===== config.mk =====
export PLATFORM = sky130hd
export DESIGN_NAME = csrg_top
export DESIGN_NICKNAME = d
export VERILOG_FILES = /design/src/design/csrg_pkg.sv /design/src/design/csrg_div_if.sv /design/src/design/csrg_div4.sv /design/src/design/csrg_top.sv
export SDC_FILE = /design/constraint.sdc
export NUM_CORES = 1
export LEC_CHECK = 0
export ABC_AREA = 0
export BUFFER_PORTS_ARGS = -buffer_cell sky130_fd_sc_hd__buf_2
export CORE_ASPECT_RATIO = 1.1
export CORE_MARGIN = 8
export CORE_UTILIZATION = 61
export CTS_BUF_LIST = sky130_fd_sc_hd__clkbuf_4 sky130_fd_sc_hd__clkbuf_8
export DETAILED_ROUTE_END_ITERATION = 16
export PLACE_DENSITY_LB_ADDON = 0.3
export SYNTH_ARGS = -nofsm -noshare
export SYNTH_HDL_FRONTEND = slang
export SYNTH_SLANG_ARGS = --single-unit

===== constraint.sdc =====
create_clock -name CORE_CLK_I -period 5.1 [get_ports CORE_CLK_I]
set_clock_uncertainty 0.05 [all_clocks]
set_input_delay 0.765 -clock CORE_CLK_I [delete_from_list [all_inputs] [get_ports CORE_CLK_I]]
set_output_delay 0.765 -clock CORE_CLK_I [all_outputs]
set_load 0.005 [all_outputs]

===== src/design/csrg_pkg.sv =====
// Package: constants and types for the clock select and reset generator
package csrg_pkg;
  // ---------------------------------------------------------------
  // Timing
  // ---------------------------------------------------------------
  localparam int unsigned CLK_HZ           = 20_000_000;
  localparam int unsigned POWER_UP_DELAY_TIMER_MS          = 72;
  localparam int unsigned POWER_UP_DELAY_TIMER_CYCLES      = (CLK_HZ / 1000) * POWER_UP_DELAY_TIMER_MS;
  localparam int unsigned XTAL_START_EDGES = 1024;
  localparam int unsigned MASTER_CLEAR_INPUT_FILT_CYCLES = 4;
  localparam int unsigned ROM_LAST_ADDR    = 32'h0000_03ff;
  // ---------------------------------------------------------------
  // Register map (word aligned byte addresses)
  // ---------------------------------------------------------------
  localparam logic [7:0] ADDR_CONFIG = 8'h00;
  localparam logic [7:0] ADDR_TRIM   = 8'h04;
  localparam logic [7:0] ADDR_STATUS = 8'h08;
  localparam logic [7:0] ADDR_CAUSE  = 8'h0c;
  // Config register fields
  localparam int CFG_FOSC_LSB  = 0;
  localparam int CFG_PWRTD_BIT = 4;
  localparam int CFG_RESET_PIN_SELECT_BIT = 5;
  localparam int CFG_BODEN_BIT = 6;
  localparam logic [6:0] CFG_RESET = 7'h7f;
  localparam logic [7:0] TRIM_RESET = 8'h80;
  // Status register fields
  localparam int ST_PD_BIT  = 0;
  localparam int ST_TO_BIT  = 1;
  localparam int ST_BOD_BIT = 2;
  localparam int ST_POR_BIT = 3;
  // ---------------------------------------------------------------
  // Types
  // ---------------------------------------------------------------
  typedef enum logic [2:0] {
    FOSC_LP_XTAL = 3'h0, FOSC_XTAL = 3'h1, FOSC_HS_XTAL = 3'h2, FOSC_EXT = 3'h3,
    FOSC_INT_IO = 3'h4, FOSC_INT_CLK = 3'h5, FOSC_RC_IO = 3'h6, FOSC_RC_CLK = 3'h7
  } csrg_fosc_t;
  typedef enum logic [2:0] {
    CAUSE_NONE, CAUSE_POR, CAUSE_WDT_RUN, CAUSE_WDT_SLEEP,
    CAUSE_MASTER_CLEAR_INPUT_RUN, CAUSE_MASTER_CLEAR_INPUT_SLEEP, CAUSE_BOD
  } csrg_cause_t;
endpackage


===== src/design/csrg_div_if.sv =====
// Interface: divided clock request and output between top and divider
`timescale 1ns/1ps
`default_nettype none
interface csrg_div_if;
  logic enable;
  logic clk_out;
  modport ctrl (output enable, input clk_out);
  modport div  (input enable, output clk_out);
endinterface
`default_nettype wire


===== src/design/csrg_div4.sv =====
// Divide-by-four generator for the divided clock output
`timescale 1ns/1ps
`default_nettype none
module csrg_div4
  import csrg_pkg::*;
(
  input  wire logic  CORE_CLK_I,
  input  wire logic  RST_I,
  input  wire logic  osc_tick_i,
  csrg_div_if.div    div
);
  logic [1:0] cnt_q;
  logic       out_q;
  // ---------------------------------------------------------------
  // Counter
  // ---------------------------------------------------------------
  always_ff @(posedge CORE_CLK_I) begin
    if (RST_I || !div.enable) begin
      cnt_q <= 2'h0;
    end else if (osc_tick_i) begin
      cnt_q <= cnt_q + 2'h1;
    end
  end
  // Half period is two oscillator ticks
  always_ff @(posedge CORE_CLK_I) begin
    if (RST_I || !div.enable) begin
      out_q <= 1'b0;
    end else if (osc_tick_i && cnt_q[0]) begin
      out_q <= ~out_q;
    end
  end
  assign div.clk_out = out_q;
endmodule
`default_nettype wire


===== src/design/csrg_top.sv =====
// Top: clock source select, reset cause tracking and reset sequencing
// Function
// - Crystal modes also accept an external clock driven onto the oscillator input.
// - RC and internal modes each have pin-four I/O and clock-out variants.
// - Clock-out variant drives pin four with oscillator frequency over four.
// - Clock output only in internal and RC modes.
// - Trimmed internal oscillator gives nominal 4 MHz system clock.
// - Trim held at last program word; software writes it into trim register.
// - Six reset causes are distinguished.
// - Config and trim registers are untouched by every reset but power-on (RST_I).
// - Other registers reset on power-on, master-clear, watchdog and brown-out.
// - Watchdog wake-up from sleep resets no registers.
// - Time-out and power-down flags set per reset kind.
// - Master-clear path filters out short pulses.
// - Watchdog reset never pulls the master-clear pin low.
// - Internal master-clear option ties reset input inactive; no pull-up.
// - Power-on detect holds reset until supply is adequate.
// - Power-on detect does not reset on falling supply.
// - Power-up delay of 72 ms, only after power-on or brown-out.
// - Device held in reset while power-up delay counts.
// - Power-up delay disabled when its bit is 1, enabled at 0.
// - Oscillator select field decodes into eight modes.
// - Reset pin select 1 gives master-clear, 0 gives digital I/O.
// - Crystal modes wait 1024 oscillator cycles after power-on or wake.
// - Sequence: power-on detect, power-up delay, crystal start-up count.
`timescale 1ns/1ps
`default_nettype none
module csrg_top
  import csrg_pkg::*;
#(
  parameter int unsigned POWER_UP_DELAY_TIMER_CYC = POWER_UP_DELAY_TIMER_CYCLES
) (
  input  wire logic        CORE_CLK_I,
  input  wire logic        RST_I,
  // Wishbone slave
  input  wire logic        CYC_I,
  input  wire logic        STB_I,
  input  wire logic        WE_I,
  input  wire logic [7:0]  ADR_I,
  input  wire logic [3:0]  SEL_I,
  input  wire logic [31:0] DAT_I,
  output logic      [31:0] DAT_O,
  output logic             ACK_O,
  // Power and reset events
  input  wire logic        SUPPLY_OK_I,
  input  wire logic        BROWNOUT_I,
  input  wire logic        WDT_TIMEOUT_I,
  input  wire logic        SLEEPING_I,
  input  wire logic        MASTER_CLEAR_INPUT_N_I,
  // Oscillator input pin edge tick and pin-four drive
  input  wire logic        OSC_INPUT_TICK_I,
  input  wire logic        PIN_FOUR_IO_DATA_I,
  input  wire logic        PIN_FOUR_IO_OE_I,
  output logic             PIN_FOUR_O,
  output logic             PIN_FOUR_OE_O,
  output logic             MASTER_CLEAR_PIN_OE_O,
  output logic             SYS_RESET_O,
  output logic             WDT_WAKE_O,
  output logic [2:0]       CLOCK_SOURCE_O
);
  // ---------------------------------------------------------------
  // Decode helpers
  // ---------------------------------------------------------------
  function automatic logic is_xtal(input logic [2:0] f);
    is_xtal = (f == FOSC_LP_XTAL) || (f == FOSC_XTAL) || (f == FOSC_HS_XTAL);
  endfunction
  function automatic logic has_divided_clock_output(input logic [2:0] f);
    has_divided_clock_output = (f == FOSC_INT_CLK) || (f == FOSC_RC_CLK);
  endfunction

  typedef enum {SEQ_POR, SEQ_POWER_UP_DELAY_TIMER, SEQ_OST, SEQ_RUN} csrg_seq_t;

  logic [6:0]  cfg_q;
  logic [7:0]  trim_q;
  logic        to_q, pd_q, bod_n_q, por_n_q;
  csrg_cause_t cause_q;
  csrg_seq_t   seq_q;
  logic [31:0] cnt_q;
  logic [10:0] ost_q;
  logic [1:0]  filt_q;
  logic [2:0]  flt_cnt_q;
  logic        master_clear_input_q;
  logic        hold_q;
  logic        rst_sync_q;
  logic        ack_q;
  logic [31:0] dat_q;
  logic        brown_q;
  logic        supply_q;
  logic        wake_q;
  logic        ost_wake_q;
  logic [2:0]  fosc;
  logic        master_clear_input_req;
  logic        wb_req;
  csrg_div_if  div_bus ();

  assign fosc   = cfg_q[CFG_FOSC_LSB +: 3];
  assign wb_req = CYC_I && STB_I && !ack_q;

  // ---------------------------------------------------------------
  // Master-clear filter
  // ---------------------------------------------------------------
  // Pin drops only when low for several cycles; glitches are ignored
  always_ff @(posedge CORE_CLK_I) begin
    if (RST_I) begin
      filt_q    <= 2'h3;
      flt_cnt_q <= 3'h0;
      master_clear_input_q    <= 1'b0;
    end else begin
      filt_q <= {filt_q[0], MASTER_CLEAR_INPUT_N_I};
      if (!cfg_q[CFG_RESET_PIN_SELECT_BIT]) begin
        flt_cnt_q <= 3'h0;
        master_clear_input_q    <= 1'b0;
      end else if (!filt_q[1]) begin
        if (flt_cnt_q == 3'(MASTER_CLEAR_INPUT_FILT_CYCLES)) begin
          master_clear_input_q <= 1'b1;
        end else begin
          flt_cnt_q <= flt_cnt_q + 3'h1;
        end
      end else begin
        flt_cnt_q <= 3'h0;
        master_clear_input_q    <= 1'b0;
      end
    end
  end
  assign master_clear_input_req = master_clear_input_q;
  // Pin is input only: watchdog never drives it
  assign MASTER_CLEAR_PIN_OE_O = 1'b0;

  // ---------------------------------------------------------------
  // Supply and brown-out sampling
  // ---------------------------------------------------------------
  always_ff @(posedge CORE_CLK_I) begin
    if (RST_I) begin
      supply_q <= 1'b0;
      brown_q  <= 1'b0;
    end else begin
      supply_q <= SUPPLY_OK_I;
      brown_q  <= BROWNOUT_I && cfg_q[CFG_BODEN_BIT];
    end
  end

  // ---------------------------------------------------------------
  // Time-out sequencer
  // ---------------------------------------------------------------
  // RST_I models the power-on event itself
  always_ff @(posedge CORE_CLK_I) begin
    if (RST_I) begin
      seq_q <= SEQ_POR;
      cnt_q <= 32'h0;
      ost_q <= 11'h0;
    end else begin
      case (seq_q)
        SEQ_POR: begin
          cnt_q <= 32'h0;
          ost_q <= 11'h0;
          if (supply_q && !brown_q) begin
            seq_q <= cfg_q[CFG_PWRTD_BIT] ? SEQ_OST : SEQ_POWER_UP_DELAY_TIMER;
          end
        end
        SEQ_POWER_UP_DELAY_TIMER: begin
          if (brown_q) begin
            seq_q <= SEQ_POR;
          end else if (cnt_q == POWER_UP_DELAY_TIMER_CYC - 1) begin
            seq_q <= SEQ_OST;
          end else begin
            cnt_q <= cnt_q + 32'h1;
          end
        end
        SEQ_OST: begin
          if (brown_q) begin
            seq_q <= SEQ_POR;
          end else if (!is_xtal(fosc) || ost_q == 11'(XTAL_START_EDGES)) begin
            seq_q <= SEQ_RUN;
          end else if (OSC_INPUT_TICK_I) begin
            ost_q <= ost_q + 11'h1;
          end
        end
        SEQ_RUN: begin
          // Falling supply alone does not restart; only brown-out does
          if (brown_q) begin
            seq_q <= SEQ_POR;
          end else if (wake_q) begin
            ost_q <= 11'h0;
            seq_q <= SEQ_OST;
          end
        end
        default: seq_q <= SEQ_POR;
      endcase
    end
  end

  // Watchdog in sleep is a wake, not a reset
  always_ff @(posedge CORE_CLK_I) begin
    if (RST_I) begin
      wake_q <= 1'b0;
    end else begin
      wake_q <= WDT_TIMEOUT_I && SLEEPING_I && seq_q == SEQ_RUN;
    end
  end
  assign WDT_WAKE_O = wake_q;

  // ---------------------------------------------------------------
  // Wake-up start-up tracking
  // ---------------------------------------------------------------
  // Wake pulse lasts one cycle, so the start-up run it opens is remembered
  // Limitation: registers are kept, but no core stall is modelled meanwhile
  always_ff @(posedge CORE_CLK_I) begin
    if (RST_I) begin
      ost_wake_q <= 1'b0;
    end else if (seq_q == SEQ_RUN && wake_q) begin
      ost_wake_q <= 1'b1;
    end else if (seq_q != SEQ_OST) begin
      ost_wake_q <= 1'b0;
    end
  end

  // ---------------------------------------------------------------
  // Internal reset
  // ---------------------------------------------------------------
  always_ff @(posedge CORE_CLK_I) begin
    if (RST_I) begin
      hold_q <= 1'b1;
    end else begin
      hold_q <= (seq_q != SEQ_RUN && !(seq_q == SEQ_OST && ost_wake_q)) || master_clear_input_req
                || (WDT_TIMEOUT_I && !SLEEPING_I);
    end
  end
  // Release lands on one clock edge for all logic
  always_ff @(posedge CORE_CLK_I) begin
    if (RST_I) begin
      rst_sync_q <= 1'b1;
    end else begin
      rst_sync_q <= hold_q;
    end
  end
  assign SYS_RESET_O = rst_sync_q;

  // ---------------------------------------------------------------
  // Reset cause and status flags
  // ---------------------------------------------------------------
  always_ff @(posedge CORE_CLK_I) begin
    if (RST_I) begin
      cause_q <= CAUSE_POR;
      to_q    <= 1'b1;
      pd_q    <= 1'b1;
      por_n_q <= 1'b0;
      bod_n_q <= 1'b1;
    end else begin
      if (brown_q && seq_q != SEQ_POR) begin
        cause_q <= CAUSE_BOD;
        to_q    <= 1'b1;
        pd_q    <= 1'b1;
        bod_n_q <= 1'b0;
      end else if (WDT_TIMEOUT_I && seq_q == SEQ_RUN) begin
        cause_q <= SLEEPING_I ? CAUSE_WDT_SLEEP : CAUSE_WDT_RUN;
        to_q    <= 1'b0;
        if (SLEEPING_I) begin
          pd_q <= 1'b0;
        end
      end else if (master_clear_input_req && !hold_q) begin
        cause_q <= SLEEPING_I ? CAUSE_MASTER_CLEAR_INPUT_SLEEP : CAUSE_MASTER_CLEAR_INPUT_RUN;
        if (SLEEPING_I) begin
          to_q <= 1'b1;
          pd_q <= 1'b0;
        end
      end else if (wb_req && WE_I && ADR_I == ADDR_STATUS && SEL_I[0]) begin
        por_n_q <= DAT_I[ST_POR_BIT];
        bod_n_q <= DAT_I[ST_BOD_BIT];
      end
    end
  end

  // ---------------------------------------------------------------
  // Config and trim registers
  // ---------------------------------------------------------------
  // Trim is untouched by internal resets; only RST_I restores it
  always_ff @(posedge CORE_CLK_I) begin
    if (RST_I) begin
      cfg_q  <= CFG_RESET;
      trim_q <= TRIM_RESET;
    end else if (wb_req && WE_I && SEL_I[0]) begin
      if (ADR_I == ADDR_CONFIG) begin
        cfg_q <= DAT_I[6:0];
      end
      if (ADR_I == ADDR_TRIM) begin
        trim_q <= DAT_I[7:0];
      end
    end
  end

  // ---------------------------------------------------------------
  // Wishbone read and ack
  // ---------------------------------------------------------------
  always_ff @(posedge CORE_CLK_I) begin
    if (RST_I) begin
      ack_q <= 1'b0;
      dat_q <= 32'h0;
    end else begin
      ack_q <= wb_req;
      if (wb_req && !WE_I) begin
        case (ADR_I)
          ADDR_CONFIG: dat_q <= {25'h0, cfg_q};
          ADDR_TRIM:   dat_q <= {24'h0, trim_q};
          ADDR_STATUS: dat_q <= {28'h0, por_n_q, bod_n_q, to_q, pd_q};
          ADDR_CAUSE:  dat_q <= {29'h0, cause_q};
          default:     dat_q <= 32'h0;
        endcase
      end
    end
  end
  assign ACK_O = ack_q;
  assign DAT_O = dat_q;

  // ---------------------------------------------------------------
  // Clock source and pin four
  // ---------------------------------------------------------------
  // Reference clock of the transmitter is not a selectable source
  assign CLOCK_SOURCE_O   = fosc;
  assign div_bus.enable   = has_divided_clock_output(fosc) && !rst_sync_q;
  csrg_div4 u_div (
    .CORE_CLK_I (CORE_CLK_I),
    .RST_I      (RST_I),
    .osc_tick_i (OSC_INPUT_TICK_I),
    .div        (div_bus.div)
  );
  always_comb begin
    if (has_divided_clock_output(fosc)) begin
      PIN_FOUR_O    = div_bus.clk_out;
      PIN_FOUR_OE_O = 1'b1;
    end else if (fosc == FOSC_INT_IO || fosc == FOSC_RC_IO || fosc == FOSC_EXT) begin
      PIN_FOUR_O    = PIN_FOUR_IO_DATA_I;
      PIN_FOUR_OE_O = PIN_FOUR_IO_OE_I;
    end else begin
      PIN_FOUR_O    = 1'b0;
      PIN_FOUR_OE_O = 1'b0;
    end
  end
endmodule
`default_nettype wire


==> impl_results.md, run 1 <==
* Outcome: finished clean
* Seq/Total Area, Yosys at 38.9%
* Skew-Pair Late Insertion Delay at 0.37 ns
* Arr. time, crit path at 2.88 ns
* Vias/cell at 6.19
* Clock sinks at 90
* Die span in y at 107 um
* Initial antenna violation count at 0
* Iteration-0 DRC Markers at 178
* Site Rows at 33
* Mapped Avg Cell Area at 8.57 um2
* Clk buf depth at 2
* Port Buf Inserts at 45
* Pwr/cell area at 261 nW/um2
* GR peak layer: met2
* Critical path startpoint category: register
* GRT met3 Usage at 4.27%
* Setup crit start: cnt_q[4]
* Met2 Use GR at 36.6%
* Io pins at 98
* Wire length of the first global-routing pass at 18500 um
* Final setup fails at 0
* Slew of the pin with the lowest slew margin at 1.12 ns
* Largest net degree at the start of global routing at 61
* Root Buffer: clkbuf_8
* Postcts setup bufs at 0
* CTS tree: yes
* Worst R2R Setup Slack at 2.44 ns
* Final Critical Period at 2.66 ns
* FFs w/ async S/R, synth at 0%
* Total track usage at 20.8%
* Final WL at 11100 um
* Core box area at 7390 um2
* Remaining global-route overflow at 0
* Met1 usage at 23.6%
* Min-Delay Path Class: register to register
* Post-route DRC violation count at 0
* Primary FF master, synth: dfxtp_1
* Routability cong. at 0.901
* Yosys reg bits at 90
* Worst-path clk slew at 0.09 ns
* Antenna-violating nets left at 0
* Post-detail-place hpwl at 7770 um
* Mapped cell area at 4630 um2
* Final period util at 52.2%
* Inserted Clock Buffers at 9
* Cell count after synthesis at 540
* DRT Pass-1 Iters at 5
* Die ar. at 10600 um2
* Hold wc startpoint: filt_q[0]
* ANT cells at 0
* Max VDD drop at 0.146 mV
* H-tree depth at 3
* Initial Util at 62.6%
* Critical path class: register to register
* Fillers at 628
* Width of the die at 99.1 um
* Critical Path End: cnt_q[31]
* Nets at 630
* Max Cap Viol at 0
* Leakage power at 0.00182 uW
* Rel. slew slack at 25.0%
* Post-cts resize count at 0
* Crit-path max FO at 24
* Vias in the first global route at 4030
* Setup TNS Final at 0 ns
* Syn. warnings at 0
* RSZ-0062 raised after global routing: false
* Multi-input logic area at 2540 um2
* Worst hold margin at 0.375 ns
* Count of cell types in the netlist at 65
* Placement-stage cell area at 4730 um2
* Vias at 4084
* Cells on worst reg2reg path at 5
* WL/cell at 16.8 um
* R2R Path End: cnt_q[31]
* EDFF count, synth at 0
* Cts-stage hold buffer count at 0
* Max Freq at 0.376 GHz
* R2r startpoint: cnt_q[4]
* Final hold vios at 0
* Share of post-route cells with drive strength above 1 at 15.0%
* Reg area at 1800 um2
* Crit path capture type: register
* Design Area, Final at 4920 um2
* Area delta synth->final at 6.22%
* Pins Over Slew Limit at 0
* Critical Path RT at 5.32 ns
==> state kept, by name (all words and copies together), names as in the netlist, 2 cells and up <==
register,flops
DAT_O,8
cnt_q,32
seq_q,2
trim_q,8
ost_q,11
cause_q,3
cfg_q,7
flt_cnt_q,3
filt_q,2
==> area by class of cell <==
class / count / share of cell area [%]
timing repair buffer: 46 / 4.73
clock inverter: 6 / 0.967
clock buffer: 10 / 2.80
tap: 87 / 2.21
multi-input combinational: 409 / 51.7
inverter: 12 / 0.916
sequential: 90 / 36.6
==> synth_stat cells (5+ instances only) <==
library cell	n	area share, %
nand4_1	11	1.5
a211oi_1	5	0.81
a211o_1	5	0.95
buf_4	29	4.7
clkbuf_1	15	1.2
nor4_1	6	0.81
nand3_1	20	2.2
o21ai_0	15	1.6
inv_1	12	0.97
nor2b_1	5	0.68
mux2i_1	18	3.9
nor2_1	56	4.5
a22oi_1	8	1.3
dfxtp_1	90	39
nand3b_1	8	1.3
and3_1	14	1.9
o21ai_1	6	0.65
ha_1	5	1.4
nand2_1	52	4.2
o31ai_1	8	1.3
a21oi_1	33	3.6
a31oi_1	9	1.2
nor3_1	9	0.97
or2_2	7	0.95
o21a_1	5	0.81
==> kinds of logic (layout without fill, tap and decap cells) <==
logic type | Yosys count | after routing | share of synthesized area (%)
AOI/OAI and AO/OA | 134 | 134 | 20.4
xor gates and xnor gates | 3 | 3 | 0.568
adders and majority gates | 5 | 5 | 1.35
buffers and inverters | 65 | 74 | 8.22
DFF | 90 | 90 | 38.9
muxes | 25 | 25 | 6.32
other | 1 | 25 | 0.0810
and+or+nand+nor | 217 | 217 | 24.2
==> layout by cell type, fill, tap and decap left out, types with 7 or more instances in the layout <==
| cell type | count |
|---|---|
| a21oi_1 | 33 |
| a22oi_1 | 8 |
| a31oi_1 | 9 |
| and3_1 | 14 |
| buf_2 | 45 |
| clkbuf_8 | 10 |
| conb_1 | 25 |
| dfxtp_1 | 90 |
| inv_1 | 12 |
| mux2i_1 | 18 |
| nand2_1 | 52 |
| nand3_1 | 20 |
| nand3b_1 | 8 |
| nand4_1 | 11 |
| nor2_1 | 56 |
| nor3_1 | 9 |
| o21ai_0 | 15 |
| o31ai_1 | 8 |
| or2_2 | 7 |
==> how the worst min path moves through the flow <==
| stage | to | cells past startpoint | slack, ns |
|---|---|---|---|
| floorplan | filt_q[1] | 1 | 0.34 |
| global placement | filt_q[1] | 1 | 0.34 |
| detailed placement | filt_q[1] | 1 | 0.36 |
| CTS | filt_q[1] | 1 | 0.38 |
| global route | filt_q[1] | 1 | 0.39 |
| finish | filt_q[1] | 1 | 0.38 |
==> report_power, final <==
group / switching (uW) / leakage (uW) / internal (uW) / total (uW)
clock network: 268 / 0.0000937 / 196 / 463
registers: 9.00 / 0.000727 / 708 / 717
logic: 70.9 / 0.000999 / 32.4 / 103
==> through the flow <==
stage          util [%]  setup WS, ns  instances  total power (uW)
5_1_grt            66.5          2.29        660              1330
3_5_place_dp       64.0          2.36        644               835
2_1_floorplan         -          3.02        564               819
6_report           66.5          2.44        660              1280
3_3_place_gp       64.0          2.36        644               832
4_1_cts            66.5          2.44        660              1290
==> worst max-delay path: stages, from the launching register on <==
cell and delay, ns:
dfxtp_1 0.48, nand4_4 0.21, or4_1 0.70, o21ai_4 0.56, nand2_2 0.28, a311oi_2 0.29
==> per-layer routing <==
metal  vias up  wire length (um)
met5         -                 0
met4         0               233
met3        23               722
met2       133              5580
met1      1923              4520
li1       2005                 -
Note: power is estimated with default switching activity, not from simulation.
==> run 2: changes to the inputs <==
CORE_UTILIZATION = 51   (was 61)
clock period = 2.3 ns   (was 5.1 ns; I/O delays follow)
==> impl_results.md, run 2 (synthesis results as in run 1) <==
* Final WS setup at 0.193 ns
* Largest Register: cnt_q
* Die span in y at 116 um
* Min-Delay Path Class: primary input to register
* Die ar. at 12400 um2
* Io pins at 98
* Largest regs: cnt_q (32), ost_q (11)
* Hold wc startpoint: MASTER_CLEAR_INPUT_N_I
* Width of the die at 107 um
* Vias in the first global route at 4050
* Critical Path RT at 2.55 ns
* Worst-path clk slew at 0.10 ns
* Most frequent cells in the layout: 90 x dfxtp_1, 55 x nor2_1, 52 x nand2_1
* Vias at 4194
* Setup slack at placement at 0.0751 ns
* Largest net degree at the start of global routing at 38
* Pwr/cell area at 561 nW/um2
* Final WL at 11600 um
* Leakage power at 0.00196 uW
* Rel. slew slack at 64.5%
* Most common cell after layout, fill and taps aside: dfxtp_1
* Postcts setup bufs at 0
* Clk buf depth at 2
* Crit path capture type: register
* Max Cap Viol at 0
* Final Core Density at 58.6%
* Pins Over Slew Limit at 0
* Final Critical Period at 2.11 ns
* Post-route DRC violation count at 0
* R2r startpoint: cnt_q[2]
* Remaining global-route overflow at 0
* Nets at 656
* Skew-Pair Late Insertion Delay at 0.37 ns
* Critical path class: register to register
* Wire length of the first global-routing pass at 19300 um
* Crit-path max FO at 6
* Antenna-violating nets left at 0
* Total track usage at 19.0%
* Critical path startpoint category: register
* Port Buf Inserts at 45
* Initial antenna violation count at 0
* Cts-stage hold buffer count at 0
* CTS tree: yes
* Iteration-0 DRC Markers at 253
* Slew of the pin with the lowest slew margin at 0.528 ns
* Core box area at 8830 um2
* Post-detail-place hpwl at 8400 um
* DRT Pass-1 Iters at 5
* Max VDD drop at 0.350 mV
* Setup TNS Final at 0 ns
* Setup crit start: cnt_q[2]
* Final setup fails at 0
* Final hold vios at 0
* Clock sinks at 90
* WL/cell at 16.3 um
* Final period util at 91.6%
* Max reg flops at 32
* Post-cts resize count at 0
* RSZ-0062 raised after global routing: false
* Worst hold margin at 0.109 ns
* Initial Util at 52.4%
* Site Rows at 36
* Vias/cell at 5.88
* Area delta synth->final at 11.8%
* Root Buffer: clkbuf_8
* ANT cells at 0
* Share of post-route cells with drive strength above 1 at 19.4%
* H-tree depth at 3
* Max Freq at 0.475 GHz
* Arr. time, crit path at 2.35 ns
* Inserted Clock Buffers at 9
* Fillers at 823
* Routability cong. at 0.950
* Outcome: finished clean
## run 2: cell count changes in the layout (fill, tap and decap cells not counted), sizes merged
cell,delta
buf,+26
clkbuf,-1
clkinvlp,-1
inv,+2
## run 2: through the flow
stage / instance area (um2) / power (uW) / instances
finish: 5180 / 2910 / 713
global route: 5180 / 3030 / 713
CTS: 5150 / 2930 / 713
detailed placement: 4960 / 1870 / 697
floorplan: 4720 / 1820 / 564
global placement: 4960 / 1870 / 697
## run 2: routing by layer
metal	part of all wire [%]	vias up	global-route usage, %
met1	43	1992	22.2
li1	-	2043	-
met4	1.8	0	8.54
met3	7.1	17	4.12
met2	48	142	32.6
met5	0	-	0
## run 2: critical path: stages (launching register included)
cell	delay [ns]
dfxtp_1	0.44
nand4_1	0.33
nor3_1	0.38
nand3_1	0.22
or4_1	0.44
a21oi_1	0.17
## run 2: cell type report
class / instances / area [um2] / share of cell area [%]
Multi-Input combinational cell: 409 / 2570 / 49.6
Timing Repair Buffer: 72 / 428 / 8.27
Clock inverter: 7 / 66.3 / 1.28
Sequential cell: 90 / 1800 / 34.8
Inverter: 12 / 45.0 / 0.870
Clock buffer: 9 / 124 / 2.39
Tap cell: 114 / 143 / 2.76
## run 2: path summary, 6_finish.rpt
check	slack (ns)	cells past startpoint	to
min reg2reg	0.36	1	filt_q[1]
max reg2reg	0.19	5	cnt_q[27]
min	0.11	2	filt_q[0]
max	0.19	5	cnt_q[27]
## run 2: where the power goes
part | internal [uW] | switching [uW] | total, uW | leakage (uW)
Clock | 423 | 637 | 1060 | 0.0000986
Sequential | 1570 | 8.36 | 1580 | 0.000727
Combinational | 89.6 | 177 | 266 | 0.00113
Total | 2080 | 822 | 2910 | 0.00196
